**src/design/omc_pkg.sv**
```systemverilog
// package of constants, types and decode functions for the operating mode control block
package omc_pkg;

  // serial debug bit time in debug clocks (debug clock equals clk here)
  localparam int          BIT_CLKS         = 16;

  // reset vector word location, high byte then low byte
  localparam logic [15:0] RESET_VEC_HI     = 16'hfffe;
  localparam logic [15:0] RESET_VEC_LO     = 16'hffff;

  // functions sharing the mode select pin, higher index wins the pin
  localparam int          PIN_FUNCS        = 2;
  localparam int          PIN_FUNC_GPIO    = 0;
  localparam int          PIN_FUNC_SERIAL  = 1;

  // reset values of control flags
  localparam logic        SERIAL_EN_RST    = 1'b0;
  localparam logic        STOP_DEEP_RST    = 1'b0;
  localparam logic        PIN_EDGE_RST     = 1'b1;

  // operating modes, gray along reset -> run -> wait and run -> debug -> step
  typedef enum logic [2:0] {
    ST_RESET = 3'h0,
    ST_RUN   = 3'h1,
    ST_WAIT  = 3'h3,
    ST_DEBUG = 3'h5,
    ST_STEP  = 3'h4,
    ST_STOP  = 3'h7
  } omc_state_t;

  // decoded serial debug command classes
  typedef enum logic [2:0] {
    CMD_MEM        = 3'h0,
    CMD_MEM_STAT   = 3'h1,
    CMD_SDC_REG    = 3'h2,
    CMD_BACKGROUND = 3'h3,
    CMD_CPU_RD     = 3'h4,
    CMD_CPU_WR     = 3'h5,
    CMD_TRACE      = 3'h6,
    CMD_GO         = 3'h7
  } omc_cmd_t;

  // commands allowed while user code runs
  function automatic logic omc_is_nonintrusive(input omc_cmd_t kind);
    return (kind == CMD_MEM) || (kind == CMD_MEM_STAT) ||
           (kind == CMD_SDC_REG) || (kind == CMD_BACKGROUND);
  endfunction : omc_is_nonintrusive

  // commands that need the cpu suspended
  function automatic logic omc_is_active(input omc_cmd_t kind);
    return !omc_is_nonintrusive(kind);
  endfunction : omc_is_active

endpackage : omc_pkg

```
**src/design/omc_mode_ctrl.sv**
```systemverilog
// operating mode control: reset mode select, debug suspend, wait and stop handling
//
// Behaviour
// - highest priority enabled function owns shared pin
// - pin high at release enters run mode
// - run start fetches vector at fffe:ffff
// - pin held low at release enters debug
// - background command enters debug suspend
// - enter-debug instruction enters debug suspend
// - either breakpoint source enters debug suspend
// - debug suspend stops user instruction fetch
// - non-intrusive commands accepted in run, debug
// - active commands only while debug suspended
// - active set: cpu registers, trace, go
// - wait instruction gates cpu clock off
// - wait keeps system clocks and full regulation
// - wait entry clears interrupt mask bit
// - interrupt leaves wait, starts stacking sequence
// - wait honours only background and status access
// - status access in wait reports error only
// - background in wait wakes into debug
// - stop halts clocks; retention depends on depth
// - sixteen debug clocks per serial bit
// - stop needs stop enable bit set
module omc_mode_ctrl
  import omc_pkg::*;
#(
  parameter int BIT_CLKS_P = BIT_CLKS
) (
  input  wire logic        clk,
  input  wire logic        rst,
  input  wire logic        debug_mode_select_pin_level,
  output logic             debug_mode_select_pin_drive,
  output logic             debug_mode_select_pin_oe,
  input  wire logic        gpio_en,
  input  wire logic        gpio_drive,
  input  wire logic        gpio_oe,
  output logic             gpio_grant,
  input  wire logic        sdc_drive,
  input  wire logic        sdc_oe,
  output logic             serial_en,
  output logic             bit_start,
  output logic             bit_end,
  output logic             bit_busy,
  input  wire logic        cmd_valid,
  input  wire omc_cmd_t    cmd_kind,
  output logic             cmd_exec,
  output logic             cmd_stat_err,
  output logic             cmd_reject,
  input  wire logic        sdc_breakpoint,
  input  wire logic        emu_breakpoint,
  input  wire logic        instr_enter_debug,
  input  wire logic        instr_wait,
  input  wire logic        instr_stop,
  input  wire logic        instr_done,
  input  wire logic        stop_enable_bit,
  input  wire logic        stop_deep_sel,
  input  wire logic        sdc_enable,
  input  wire logic        irq_req,
  output omc_state_t       mode_state,
  output logic             reset_vector_fetch,
  output logic [15:0]      reset_vector_addr,
  output logic             cpu_fetch_en,
  output logic             cpu_clk_en,
  output logic             bus_clk_en,
  output logic             sys_clk_on,
  output logic             reg_full,
  output logic             ram_retain,
  output logic             reg_retain,
  output logic             imask_clear,
  output logic             irq_stack_start,
  output logic             illegal_stop
);

  localparam int CW = $clog2(BIT_CLKS_P + 1);

  omc_state_t  state_r;
  omc_state_t  state_nxt;
  logic        pin_s1_r;
  logic        pin_s2_r;
  logic        pin_s3_r;
  logic        serial_en_r;
  logic        stop_deep_r;
  logic [CW-1:0] bit_cnt_r;
  logic        bit_busy_r;
  logic        bit_start_r;
  logic        bit_end_r;
  logic        pin_fall;
  logic        cmd_bg;
  logic        cmd_go;
  logic        cmd_trace;
  logic        exec_nxt;
  logic        err_nxt;
  logic        rej_nxt;
  logic        exec_r;
  logic        err_r;
  logic        rej_r;
  logic        vec_nxt;
  logic        imask_nxt;
  logic        stack_nxt;
  logic        illegal_nxt;
  logic        vec_r;
  logic        imask_r;
  logic        stack_r;
  logic        illegal_r;
  logic        debug_trig;
  logic [PIN_FUNCS-1:0] pin_grant;

  // pin synchroniser; not reset so it keeps tracking the strap during reset
  always_ff @(posedge clk) begin
    pin_s1_r <= debug_mode_select_pin_level;
    pin_s2_r <= pin_s1_r;
  end

  // edge history for the bit timer, fed only from the second stage
  always_ff @(posedge clk) begin
    if (rst) begin
      pin_s3_r <= PIN_EDGE_RST;
    end else begin
      pin_s3_r <= pin_s2_r;
    end
  end

  // serial use of the pin starts once the strap has been taken and never ends until reset
  always_ff @(posedge clk) begin
    if (rst) begin
      serial_en_r <= SERIAL_EN_RST;
    end else if (state_r == ST_RESET) begin
      serial_en_r <= 1'b1;
    end
  end

  // shared pin: serial debug outranks the port function; nothing drives while strapping
  omc_pin_arb #(
    .N (PIN_FUNCS)
  ) u_pin_arb (
    .func_en    ({serial_en_r, gpio_en & serial_en_r}),
    .func_drive ({sdc_drive, gpio_drive}),
    .func_oe    ({sdc_oe, gpio_oe}),
    .grant      (pin_grant),
    .pin_drive  (debug_mode_select_pin_drive),
    .pin_oe     (debug_mode_select_pin_oe)
  );

  // bit timer: a falling edge starts one bit time, further edges inside it are ignored
  assign pin_fall = serial_en_r & pin_s3_r & ~pin_s2_r;

  always_ff @(posedge clk) begin
    if (rst) begin
      bit_busy_r  <= 1'b0;
      bit_cnt_r   <= '0;
      bit_start_r <= 1'b0;
      bit_end_r   <= 1'b0;
    end else begin
      bit_start_r <= 1'b0;
      bit_end_r   <= 1'b0;
      if (!bit_busy_r) begin
        if (pin_fall) begin
          bit_busy_r  <= 1'b1;
          bit_cnt_r   <= CW'(1);
          bit_start_r <= 1'b1;
        end
      end else if (bit_cnt_r == CW'(BIT_CLKS_P)) begin
        bit_busy_r <= 1'b0;
        bit_end_r  <= 1'b1;
        bit_cnt_r  <= '0;
      end else begin
        bit_cnt_r <= bit_cnt_r + 1'b1;
      end
    end
  end

  // command gate per mode; stop only listens while debug clocks are kept alive
  always_comb begin
    exec_nxt  = 1'b0;
    err_nxt   = 1'b0;
    rej_nxt   = 1'b0;
    cmd_bg    = 1'b0;
    cmd_go    = 1'b0;
    cmd_trace = 1'b0;
    if (cmd_valid) begin
      unique case (state_r)
        ST_RUN, ST_STEP: begin
          if (omc_is_nonintrusive(cmd_kind)) begin
            exec_nxt = 1'b1;
            cmd_bg   = (cmd_kind == CMD_BACKGROUND);
          end else begin
            rej_nxt = 1'b1;
          end
        end
        ST_DEBUG: begin
          exec_nxt  = 1'b1;
          cmd_go    = (cmd_kind == CMD_GO);
          cmd_trace = (cmd_kind == CMD_TRACE);
        end
        ST_WAIT, ST_STOP: begin
          if ((state_r == ST_STOP) && !sdc_enable) begin
            rej_nxt = 1'b1;
          end else if (cmd_kind == CMD_BACKGROUND) begin
            exec_nxt = 1'b1;
            cmd_bg   = 1'b1;
          end else if (cmd_kind == CMD_MEM_STAT) begin
            err_nxt = 1'b1;
          end else begin
            rej_nxt = 1'b1;
          end
        end
        ST_RESET: begin
          rej_nxt = 1'b1;
        end
        default: begin
          rej_nxt = 1'b1;
        end
      endcase
    end
  end

  // any debug entry source; checked before wait or stop so a breakpoint is never lost
  assign debug_trig = cmd_bg | instr_enter_debug | sdc_breakpoint | emu_breakpoint;

  // mode sequencing
  always_comb begin
    state_nxt   = state_r;
    vec_nxt     = 1'b0;
    imask_nxt   = 1'b0;
    stack_nxt   = 1'b0;
    illegal_nxt = 1'b0;
    unique case (state_r)
      ST_RESET: begin
        vec_nxt   = 1'b1;
        state_nxt = pin_s2_r ? ST_RUN : ST_DEBUG;
      end
      ST_RUN: begin
        if (debug_trig) begin
          state_nxt = ST_DEBUG;
        end else if (instr_wait) begin
          state_nxt = ST_WAIT;
          imask_nxt = 1'b1;
        end else if (instr_stop) begin
          if (stop_enable_bit) begin
            state_nxt = ST_STOP;
          end else begin
            illegal_nxt = 1'b1;
          end
        end
      end
      ST_STEP: begin
        if (debug_trig || instr_done) begin
          state_nxt = ST_DEBUG;
        end
      end
      ST_DEBUG: begin
        if (cmd_go) begin
          state_nxt = ST_RUN;
        end else if (cmd_trace) begin
          state_nxt = ST_STEP;
        end
      end
      ST_WAIT: begin
        if (cmd_bg) begin
          state_nxt = ST_DEBUG;
        end else if (irq_req) begin
          state_nxt = ST_RUN;
          stack_nxt = 1'b1;
        end
      end
      ST_STOP: begin
        // the deep stop has no interrupt exit here: it leaves only through reset or a background command
        if (cmd_bg) begin
          state_nxt = ST_DEBUG;
        end else if (irq_req && !stop_deep_r) begin
          state_nxt = ST_RUN;
          stack_nxt = 1'b1;
        end
      end
      default: begin
        state_nxt = ST_RESET;
      end
    endcase
  end

  always_ff @(posedge clk) begin
    if (rst) begin
      state_r <= ST_RESET;
    end else begin
      state_r <= state_nxt;
    end
  end

  // stop depth is frozen at entry so a later change of the select cannot alter retention
  always_ff @(posedge clk) begin
    if (rst) begin
      stop_deep_r <= STOP_DEEP_RST;
    end else if ((state_r == ST_RUN) && (state_nxt == ST_STOP)) begin
      stop_deep_r <= stop_deep_sel;
    end
  end

  // registered event pulses
  always_ff @(posedge clk) begin
    if (rst) begin
      exec_r    <= 1'b0;
      err_r     <= 1'b0;
      rej_r     <= 1'b0;
      vec_r     <= 1'b0;
      imask_r   <= 1'b0;
      stack_r   <= 1'b0;
      illegal_r <= 1'b0;
    end else begin
      exec_r    <= exec_nxt;
      err_r     <= err_nxt;
      rej_r     <= rej_nxt;
      vec_r     <= vec_nxt;
      imask_r   <= imask_nxt;
      stack_r   <= stack_nxt;
      illegal_r <= illegal_nxt;
    end
  end

  // clock and power controls decoded from the mode register
  assign cpu_fetch_en = (state_r == ST_RUN) || (state_r == ST_STEP);
  assign cpu_clk_en   = (state_r != ST_WAIT) && (state_r != ST_STOP);
  assign bus_clk_en   = (state_r != ST_STOP);
  assign sys_clk_on   = (state_r != ST_STOP);
  assign reg_full     = (state_r != ST_STOP) || sdc_enable;
  assign ram_retain   = 1'b1;
  assign reg_retain   = !((state_r == ST_STOP) && stop_deep_r);

  assign mode_state         = state_r;
  assign reset_vector_fetch = vec_r;
  assign reset_vector_addr  = RESET_VEC_HI;
  assign imask_clear        = imask_r;
  assign irq_stack_start    = stack_r;
  assign illegal_stop       = illegal_r;
  assign cmd_exec           = exec_r;
  assign cmd_stat_err       = err_r;
  assign cmd_reject         = rej_r;
  assign serial_en          = serial_en_r;
  assign gpio_grant         = pin_grant[PIN_FUNC_GPIO];
  assign bit_start          = bit_start_r;
  assign bit_end            = bit_end_r;
  assign bit_busy           = bit_busy_r;

  // checks
  AST_PIN_PRIO: assert property (@(posedge clk) disable iff (rst)
    serial_en_r |-> (debug_mode_select_pin_oe == sdc_oe) && !pin_grant[PIN_FUNC_GPIO])
    else $error("serial debug lost the shared pin");

  AST_STRAP_RUN: assert property (@(posedge clk) disable iff (rst)
    (state_r == ST_RESET) && pin_s2_r |=> (state_r == ST_RUN) && reset_vector_fetch)
    else $error("high strap did not start run mode");

  AST_VECTOR: assert property (@(posedge clk) disable iff (rst)
    $fell(serial_en_r) or (reset_vector_fetch |-> $past(state_r) == ST_RESET && reset_vector_addr == 16'hfffe))
    else $error("vector fetch outside reset exit");

  AST_STRAP_DEBUG: assert property (@(posedge clk) disable iff (rst)
    (state_r == ST_RESET) && !pin_s2_r |=> (state_r == ST_DEBUG) ##1 !cpu_fetch_en)
    else $error("low strap did not start debug suspend");

  AST_BG_RUN: assert property (@(posedge clk) disable iff (rst)
    (state_r == ST_RUN) && cmd_valid && (cmd_kind == CMD_BACKGROUND) |=> (state_r == ST_DEBUG) && cmd_exec)
    else $error("background command ignored in run");

  AST_TRIG: assert property (@(posedge clk) disable iff (rst)
    (state_r == ST_RUN) && (instr_enter_debug || sdc_breakpoint || emu_breakpoint) |=> state_r == ST_DEBUG)
    else $error("debug trigger did not suspend the cpu");

  AST_NO_FETCH: assert property (@(posedge clk) disable iff (rst)
    (state_r == ST_DEBUG) |-> !cpu_fetch_en)
    else $error("fetch enabled while suspended");

  AST_NONINT: assert property (@(posedge clk) disable iff (rst)
    cmd_valid && omc_is_nonintrusive(cmd_kind) && ((state_r == ST_RUN) || (state_r == ST_DEBUG))
    |=> cmd_exec && !cmd_reject)
    else $error("non-intrusive command not executed");

  AST_ACTIVE_REJ: assert property (@(posedge clk) disable iff (rst)
    cmd_valid && omc_is_active(cmd_kind) && (state_r == ST_RUN) |=> cmd_reject && !cmd_exec && state_r != ST_STEP)
    else $error("active command ran with user code running");

  AST_GO: assert property (@(posedge clk) disable iff (rst)
    (state_r == ST_DEBUG) && cmd_valid && (cmd_kind == CMD_GO) |=> (state_r == ST_RUN) && cpu_fetch_en)
    else $error("go did not resume the user program");

  AST_WAIT_IN: assert property (@(posedge clk) disable iff (rst)
    (state_r == ST_RUN) && instr_wait && !debug_trig
    |=> imask_clear && !cpu_clk_en && sys_clk_on && reg_full)
    else $error("wait entry wrong");

  AST_WAIT_IRQ: assert property (@(posedge clk) disable iff (rst)
    (state_r == ST_WAIT) && irq_req && !cmd_bg |=> (state_r == ST_RUN) && irq_stack_start)
    else $error("interrupt did not leave wait");

  AST_WAIT_REJ: assert property (@(posedge clk) disable iff (rst)
    (state_r == ST_WAIT) && cmd_valid && (cmd_kind != CMD_BACKGROUND) && (cmd_kind != CMD_MEM_STAT)
    |=> cmd_reject && !cmd_exec)
    else $error("wait accepted a forbidden command");

  AST_WAIT_STAT: assert property (@(posedge clk) disable iff (rst)
    (state_r == ST_WAIT) && cmd_valid && (cmd_kind == CMD_MEM_STAT) |=> cmd_stat_err && !cmd_exec)
    else $error("status access in wait not reported as error");

  AST_WAIT_BG: assert property (@(posedge clk) disable iff (rst)
    (state_r == ST_WAIT) && cmd_valid && (cmd_kind == CMD_BACKGROUND) |=> state_r == ST_DEBUG)
    else $error("background did not wake wait into debug");

  AST_STOP: assert property (@(posedge clk) disable iff (rst)
    (state_r == ST_STOP) |-> !bus_clk_en && !cpu_clk_en && ram_retain && (reg_retain == !stop_deep_r))
    else $error("stop clocks or retention wrong");

  // checker-only count of cycles since a bit time began; saturates so a stuck timer is still caught
  logic [CW-1:0] ast_bit_cnt_r;

  always_ff @(posedge clk) begin
    if (rst) begin
      ast_bit_cnt_r <= '0;
    end else if (bit_start_r) begin
      ast_bit_cnt_r <= CW'(1);
    end else if (bit_busy_r && (ast_bit_cnt_r != '1)) begin
      ast_bit_cnt_r <= ast_bit_cnt_r + 1'b1;
    end
  end

  AST_BIT: assert property (@(posedge clk) disable iff (rst)
    $rose(bit_busy_r) |-> ##16 bit_end_r)
    else $error("bit time not sixteen clocks");

  AST_BIT_LEN: assert property (@(posedge clk) disable iff (rst)
    bit_end_r |-> (ast_bit_cnt_r == CW'(BIT_CLKS_P)) && !bit_busy_r)
    else $error("bit time ended early or late");

  AST_STOP_GATE: assert property (@(posedge clk) disable iff (rst)
    (state_r == ST_RUN) && instr_stop && !stop_enable_bit && !debug_trig && !instr_wait
    |=> (state_r == ST_RUN) && illegal_stop)
    else $error("stop entered without stop enable");

  AST_SERIAL: assert property (@(posedge clk) disable iff (rst)
    serial_en_r |=> serial_en_r && (state_r != ST_RESET))
    else $error("serial use of the pin dropped");

endmodule : omc_mode_ctrl

```
**src/design/omc_pin_arb.sv**
```systemverilog
// priority selector for functions sharing one pin
module omc_pin_arb
  import omc_pkg::*;
#(
  parameter int N = PIN_FUNCS
) (
  input  wire logic [N-1:0] func_en,
  input  wire logic [N-1:0] func_drive,
  input  wire logic [N-1:0] func_oe,
  output logic      [N-1:0] grant,
  output logic              pin_drive,
  output logic              pin_oe
);

  // ascending scan so the highest enabled index is the last to write
  always_comb begin
    grant     = '0;
    pin_drive = 1'b0;
    pin_oe    = 1'b0;
    for (int i = 0; i < N; i++) begin
      if (func_en[i]) begin
        grant     = '0;
        grant[i]  = 1'b1;
        pin_drive = func_drive[i];
        pin_oe    = func_oe[i];
      end
    end
  end

endmodule : omc_pin_arb

```
**config.mk**
```make
export PLATFORM = sky130hd
export DESIGN_NAME = omc_mode_ctrl
export DESIGN_NICKNAME = d
export VERILOG_FILES = /design/src/design/omc_pkg.sv /design/src/design/omc_mode_ctrl.sv /design/src/design/omc_pin_arb.sv
export SDC_FILE = /design/constraint.sdc
export NUM_CORES = 1
export LEC_CHECK = 0
export BUFFER_PORTS_ARGS = -buffer_cell sky130_fd_sc_hd__buf_2
export CELL_PAD_IN_SITES_DETAIL_PLACEMENT = 1
export CELL_PAD_IN_SITES_GLOBAL_PLACEMENT = 1
export CORE_MARGIN = 4
export CORE_UTILIZATION = 26
export CTS_BUF_LIST = sky130_fd_sc_hd__clkbuf_16
export DETAILED_ROUTE_END_ITERATION = 10
export PLACE_DENSITY_LB_ADDON = 0.1
export SKIP_LAST_GASP = 1
export SLEW_MARGIN = 20
export SYNTH_ARGS = -nofsm -noshare
export SYNTH_HDL_FRONTEND = slang
export SYNTH_SLANG_ARGS = --single-unit
```
**constraint.sdc**
```tcl
create_clock -name clk -period 2.2 [get_ports clk]
set_input_delay 0.44 -clock clk [delete_from_list [all_inputs] [get_ports clk]]
set_output_delay 0.44 -clock clk [all_outputs]
set_load 0.01 [all_outputs]
```
==> key figures, run 1 <==
Timing
  – Part of the cycle the worst path needs: 88.1%
  – Slew Viols, Final: 0
  – Worst clock skew: 2.93 ps
  – Setup TNS: 0 ps
  – Max Fclk: 516 MHz
  – Final hold viol count: 0
  – Final WS setup: 261 ps
  – RSZ-0062 raised after global routing: no
  – # setup viols final: 0
  – Post-layout minimum cycle time: 1940 ps

Global routing
  – Number of global-route vias before repair: 1013
  – Initial antenna violation count: 0
  – Grt total ovfl: 0
  – First-pass GRT wire length: 5.08 mm
  – GRT Total Usage: 10.3%
  – Largest net degree at the start of global routing: 16

Detailed routing
  – Vias post-DR: 1049
  – First-pass DRT Iterations: 4
  – DRC viols: 0
  – Final WL: 3.04 mm
  – DR WL/cell: 13.4 µm
  – DR vias/cell: 4.62
  – Antenna viol nets, final: 0
  – Initial DRC Count: 33

Setup path
  – Kind of cell adding the most delay to the critical path: flip-flops
  – R2r setup slk: 470 ps
  – Worst path slowest cell: dfxtp_1
  – Buffers & Inverters on Critical Path: 1
  – Req. time, crit path: 1760 ps
  – CP Cell Sequence: nand3_1 > or2_2 > buf_2
  – CP startpoint kind: flip-flop
  – Largest stage delay on the critical path: 620 ps
  – WS Path Type: reg -> out
  – Crit end category: output pin
  – Critical Path AT: 1500 ps
  – Critical Path Fanout Max: 14

CTS
  – Hold buffer count at cts: 0
  – Clock transition at path regs: 60 ps
  – H-tree levels: 1
  – Worst-Skew Late Latency: 260 ps
  – CTS buffer count: 3
  – CTS tree: yes
  – PostCTS Resize Cnt: 0
  – Setup bufs post-CTS: 0
  – Clock sink count: 23
  – Clk buf depth: 2
  – Root buffer cell: clkbuf_16

Layout
  – FF/Latch Area: 460 µm²
  – Fin area: 1460 µm²
  – Final core utilization: 33.0%
  – Layout cells sized above 1: 27.4%
  – Commonest cells after routing, fill and taps aside: 40 x buf_2, 23 x dfxtp_1, 18 x conb_1, 9 x nand2_1, 8 x inv_1
  – Area of the multi-input gates: 618 µm²
  – Number of diodes: 0
  – Filler Cell Count: 548
  – Commonest non-fill, non-tap cell in the layout: buf_2
  – Final #Nets: 200
  – Area growth from synthesis to layout: 21.1%

Placement
  – Post-DP HPWL: 2.39 mm
  – IO buf count: 40
  – Post-place setup slack: 432 ps
  – Post-DP Area: 1380 µm²
  – Final Wtd Congestion: 0.745

Floorplanning
  – Std cell rows: 24
  – IO Count: 62
  – Core area: 4410 µm²
  – Die area: 5780 µm²
  – Die X: 76.0 µm
  – Initial Utilization: 27.2%
  – Die Span Y: 76.0 µm

Worst hold path
  – Worst Hold Class: in -> reg

Power
  – LEAKAGE: 0.000656 µW
  – Peak supply drop: 303 µV
  – PD cells: 676 nW/µm²

Synth
  – Cell variety after synth: 41
  – EDFF count, synth: 0
  – Sequential-to-total area share from yosys stat: 38.3%
  – #FFs+latches synth: 23
  – Ys flop type: dfxtp_1
  – Top cells by area, synth: dfxtp_1 38%, buf_4 12%, a21oi_1 2.9%
  – Ys async rst share: 0%
  – Cells after synthesis: 137
  – Synth area leader: dfxtp_1
  – Average size of a mapped cell: 8.78 µm²
  – Synthesized area: 1200 µm²
  – Yosys top cell area share: 38.3%
  – Synth warnings: 0

Outcome
  – Result of the run: completed

Job
  – Maxcap violations: 0
-- per-layer routing --
metal	wire length, µm	GRT usage, %
met5	0	0
met1	1420	13.5
met3	209	3.43
met2	1400	16.6
met4	10	1.60
-- stage by stage --
step | cells | hold WS, ps | power (µW)
after floorplan | 153 | 310 | 570
after global placement | 223 | 317 | 604
after detailed placement | 223 | 318 | 607
after CTS | 227 | 278 | 1000
after global routing | 227 | 273 | 1040
final | 227 | 283 | 985
-- cell type report --
type	instances	area share (%)
Clock inverter	1	0.258
Multi-Input combinational cell	100	42.4
Clock buffer	3	5.15
Timing Repair Buffer	41	14.3
Sequential cell	23	31.6
Inverter	7	1.80
Tap cell	52	4.47
-- report_power, final --
| group | leakage [µW] | switching [µW] | total (µW) | internal [µW] |
|---|---|---|---|---|
| Sequential | 0.000188 | 21.7 | 456 | 434 |
| Clock | 0.0000423 | 146 | 388 | 243 |
| Combinational | 0.000426 | 83.3 | 141 | 57.4 |
-- final timing paths --
path | start | to | cells past startpoint
max | mode_state[1] | reg_full | 3
min | debug_mode_select_pin_level | pin_s1_r | 1
max reg2reg | mode_state[1] | mode_state[2] | 4
min reg2reg | pin_s1_r | pin_s2_r | 0
-- cell families after synthesis --
kind of cell / Yosys count / share of synthesized area [%]
AO/OA/AOI/OAI: 27 / 16.3
XOR/XNOR: 1 / 0.729
adder cells (fa/ha/maj): 3 / 2.91
buffers and inverters: 30 / 15.3
flip-flops: 23 / 38.3
other: 2 / 0.625
AND/OR/NAND/NOR: 51 / 25.8
-- registers in the layout, indices dropped and copies added (netlist names) --
register	flops
cmd_stat_err	1
bit_cnt_r	5
bit_end	1
pin_s1_r	1
irq_stack_start	1
cmd_exec	1
cmd_reject	1
mode_state	3
illegal_stop	1
pin_s3_r	1
reset_vector_fetch	1
pin_s2_r	1
imask_clear	1
serial_en	1
bit_busy	1
stop_deep_r	1
bit_start	1
-- cells in the mapped netlist, types with 2 or more instances --
cell type  count
a221oi_1       2
nand3_1        5
buf_4         19
or2_2          2
nor3b_1        3
a21o_1         2
and2_1         5
nand2b_1       5
and3_1         3
nand4_1        2
ha_1           2
dfxtp_1       23
conb_1         2
nor2b_1        2
a21oi_1        7
inv_1          7
nand2_1        9
nor2_1         3
a311oi_1       3
o21ai_0        3
a41oi_1        3
nand3b_1       3
clkbuf_1       4
No activity file was read; power rests on OpenSTA's default activity.
==> run 2: changes to the inputs <==
==> constraint.sdc (replaced) <==
create_clock -name clk -period 2.15 [get_ports clk]
set_input_delay 0.43 -clock clk [delete_from_list [all_inputs] [get_ports clk]]
set_output_delay 0.43 -clock clk [all_outputs]
set_load 0.01 [all_outputs]
==> run 2 against run 1 <==
Compared with the run above: die area stayed put; clock power is 3% higher; global-route usage rose by 0.28 points; critical path type unchanged; largest power group unchanged.
==> key figures, run 2 (synthesized netlist as in run 1, its figures left out) <==
Detailed routing
  – Initial DRC Count: 55 (+67%)
  – Final WL: 3.13 mm (+2.9%)
  – DR vias/cell: 4.64 (+0.48%)
  – First-pass DRT Iterations: 2 (-2)
  – Vias post-DR: 1054 (+0.48%)
  – DRC viols: 0 (unchanged)
  – DR WL/cell: 13.8 µm (+2.9%)
  – Antenna viol nets, final: 0 (unchanged)

Setup path
  – Req. time, crit path: 1720 ps (-40 ps)
  – Largest stage delay on the critical path: 610 ps (about the same)
  – Critical Path AT: 1490 ps (about the same)
  – CP Cell Sequence: nand3_1 > or2_2 > buf_2
  – CP startpoint kind: flip-flop
  – Critical Path Fanout Max: 15 (+1)
  – WS Path Type: reg -> out
  – Worst Reg-to-Reg Cells: 4 (unchanged)
  – Reg-to-Reg Start: mode_state[1]
  – Worst path slowest cell: dfxtp_1
  – Crit end category: output pin
  – R2r setup slk: 440 ps (-30 ps)
  – Critical R2R Capture: mode_state[2]

CTS
  – Clock transition at path regs: 60 ps (about the same)
  – Clock sink count: 23 (unchanged)
  – Root buffer cell: clkbuf_16
  – Setup bufs post-CTS: 0 (unchanged)
  – H-tree levels: 1 (unchanged)
  – Hold buffer count at cts: 0 (unchanged)
  – Worst-Skew Late Latency: 250 ps (about the same)
  – Clk buf depth: 2 (unchanged)
  – CTS tree: yes
  – CTS buffer count: 3 (unchanged)
  – PostCTS Resize Cnt: 0 (unchanged)

Job
  – Maxcap violations: 0 (unchanged)

Placement
  – Post-DP HPWL: 2.45 mm (+2.6%)
  – Final Wtd Congestion: 0.745 (-0.11%)
  – IO buf count: 40 (unchanged)

Power
  – Clock network power share: 39.7% (+0.3 points)
  – Sw Pwr: 260 µW (+3.4%)
  – Peak supply drop: 324 µV (+6.7%)
  – Internal: 751 µW (+2.3%)
  – Switching Fraction: 25.7% (+0.20 points)
  – Flop pwr share: 46.0% (-0.3 points)
  – PD cells: 694 nW/µm² (+2.6%)
  – Gate power share: 14.3% (about the same)
  – LEAKAGE: 0.000656 µW (unchanged)

Timing
  – Setup TNS: 0 ps (unchanged)
  – # setup viols final: 0 (unchanged)
  – Max Fclk: 520 MHz
  – RSZ-0062 raised after global routing: no
  – Post-layout minimum cycle time: 1920 ps
  – Final hold viol count: 0 (unchanged)
  – Part of the cycle the worst path needs: 89.4%
  – Slew Viols, Final: 0 (unchanged)
  – Worst hold slack: 277 ps (-6.21 ps)
  – Worst clock skew: 3.22 ps (+0.288 ps)

Floorplanning
  – Die Span Y: 76.0 µm (unchanged)
  – IO Count: 62 (unchanged)
  – Die X: 76.0 µm (unchanged)
  – Std cell rows: 24 (unchanged)
  – Initial Utilization: 27.2% (unchanged)
  – Die area: 5780 µm² (unchanged)
  – Core area: 4410 µm² (unchanged)

Worst hold path
  – Hold_sp: debug_mode_select_pin_level
  – Hold EP: pin_s1_r
  – Hold Path Depth: 1 (unchanged)
  – Worst Hold Class: in -> reg

Global routing
  – Grt total ovfl: 0 (unchanged)
  – First-pass GRT wire length: 5.14 mm (+1.2%)
  – GRT Total Usage: 10.6% (+0.28 points)
  – Initial antenna violation count: 0 (unchanged)
  – Number of global-route vias before repair: 1134 (+12%)
  – Largest net degree at the start of global routing: 16 (unchanged)

Layout
  – Area growth from synthesis to layout: 21.1% (unchanged)
  – Max reg flops: 5 (unchanged)
  – Layout cells sized above 1: 27.4% (unchanged)
  – Number of diodes: 0 (unchanged)
  – Commonest cells after routing, fill and taps aside: 40 x buf_2, 23 x dfxtp_1, 18 x conb_1, 9 x nand2_1, 8 x inv_1
  – Commonest non-fill, non-tap cell in the layout: buf_2
  – Largest Register: bit_cnt_r
  – Final core utilization: 33.0% (unchanged)
  – Final #Nets: 200 (unchanged)

Outcome
  – Result of the run: completed
## run 2: critical path, delay by kind of cell (launching register included)
kind / cells / cell delay [ps]
flops: 1 / 610
simple gates: 2 / 480
buf+inv: 1 / 140
## run 2: layout make-up
cell class	instances	area, µm²
multi-input cells	100	618
clock inverters	1	3.75
clock buffers	3	75.1
fillers	537	2960
flip-flops and latches	23	460
inverters	7	26.3
repair buffers	41	208
well taps	52	65.1
## run 2: metrics by stage
| step | setup WS (ps) | total power, µW | instance area (µm²) | std cells |
|---|---|---|---|---|
| after global placement | 442 | 618 | 1380 | 223 |
| final | 228 | 1010 | 1460 | 227 |
| after detailed placement | 410 | 622 | 1380 | 223 |
| after floorplan | 462 | 583 | 1260 | 153 |
| after global routing | 114 | 1060 | 1460 | 227 |
| after CTS | 195 | 1030 | 1460 | 227 |
## run 2: metal layers
layer  wire length [µm]  vias to the layer above  part of all wire [%]  GRT usage [%]
li1                   -                      523                     -              -
met1               1350                      488                    43           12.0
met2               1500                       39                    48           18.0
met3                239                        4                   7.6           3.66
met4                 38                        0                   1.2           4.27
met5                  0                        -                     0              0
## run 2: power by group through the flow
| stage | clock network, µW | registers (µW) | logic, µW |
|---|---|---|---|
| 2_1_floorplan | 0 | 472 | 112 |
| 3_3_place_gp | 0 | 475 | 143 |
| 3_5_place_dp | 0 | 476 | 145 |
| 4_1_cts | 413 | 467 | 146 |
| 5_1_grt | 425 | 469 | 163 |
| 6_report | 401 | 465 | 145 |
## run 2: how the worst max path moves through the flow
stage / cells past startpoint / end / start
after global placement: 4 / mode_state[2] / mode_state[1]
after global routing: 3 / reg_full / mode_state[2]
final: 3 / reg_full / mode_state[2]
after detailed placement: 4 / mode_state[2] / mode_state[1]
after floorplan: 3 / reg_full / mode_state[2]
after CTS: 3 / reg_full / mode_state[2]
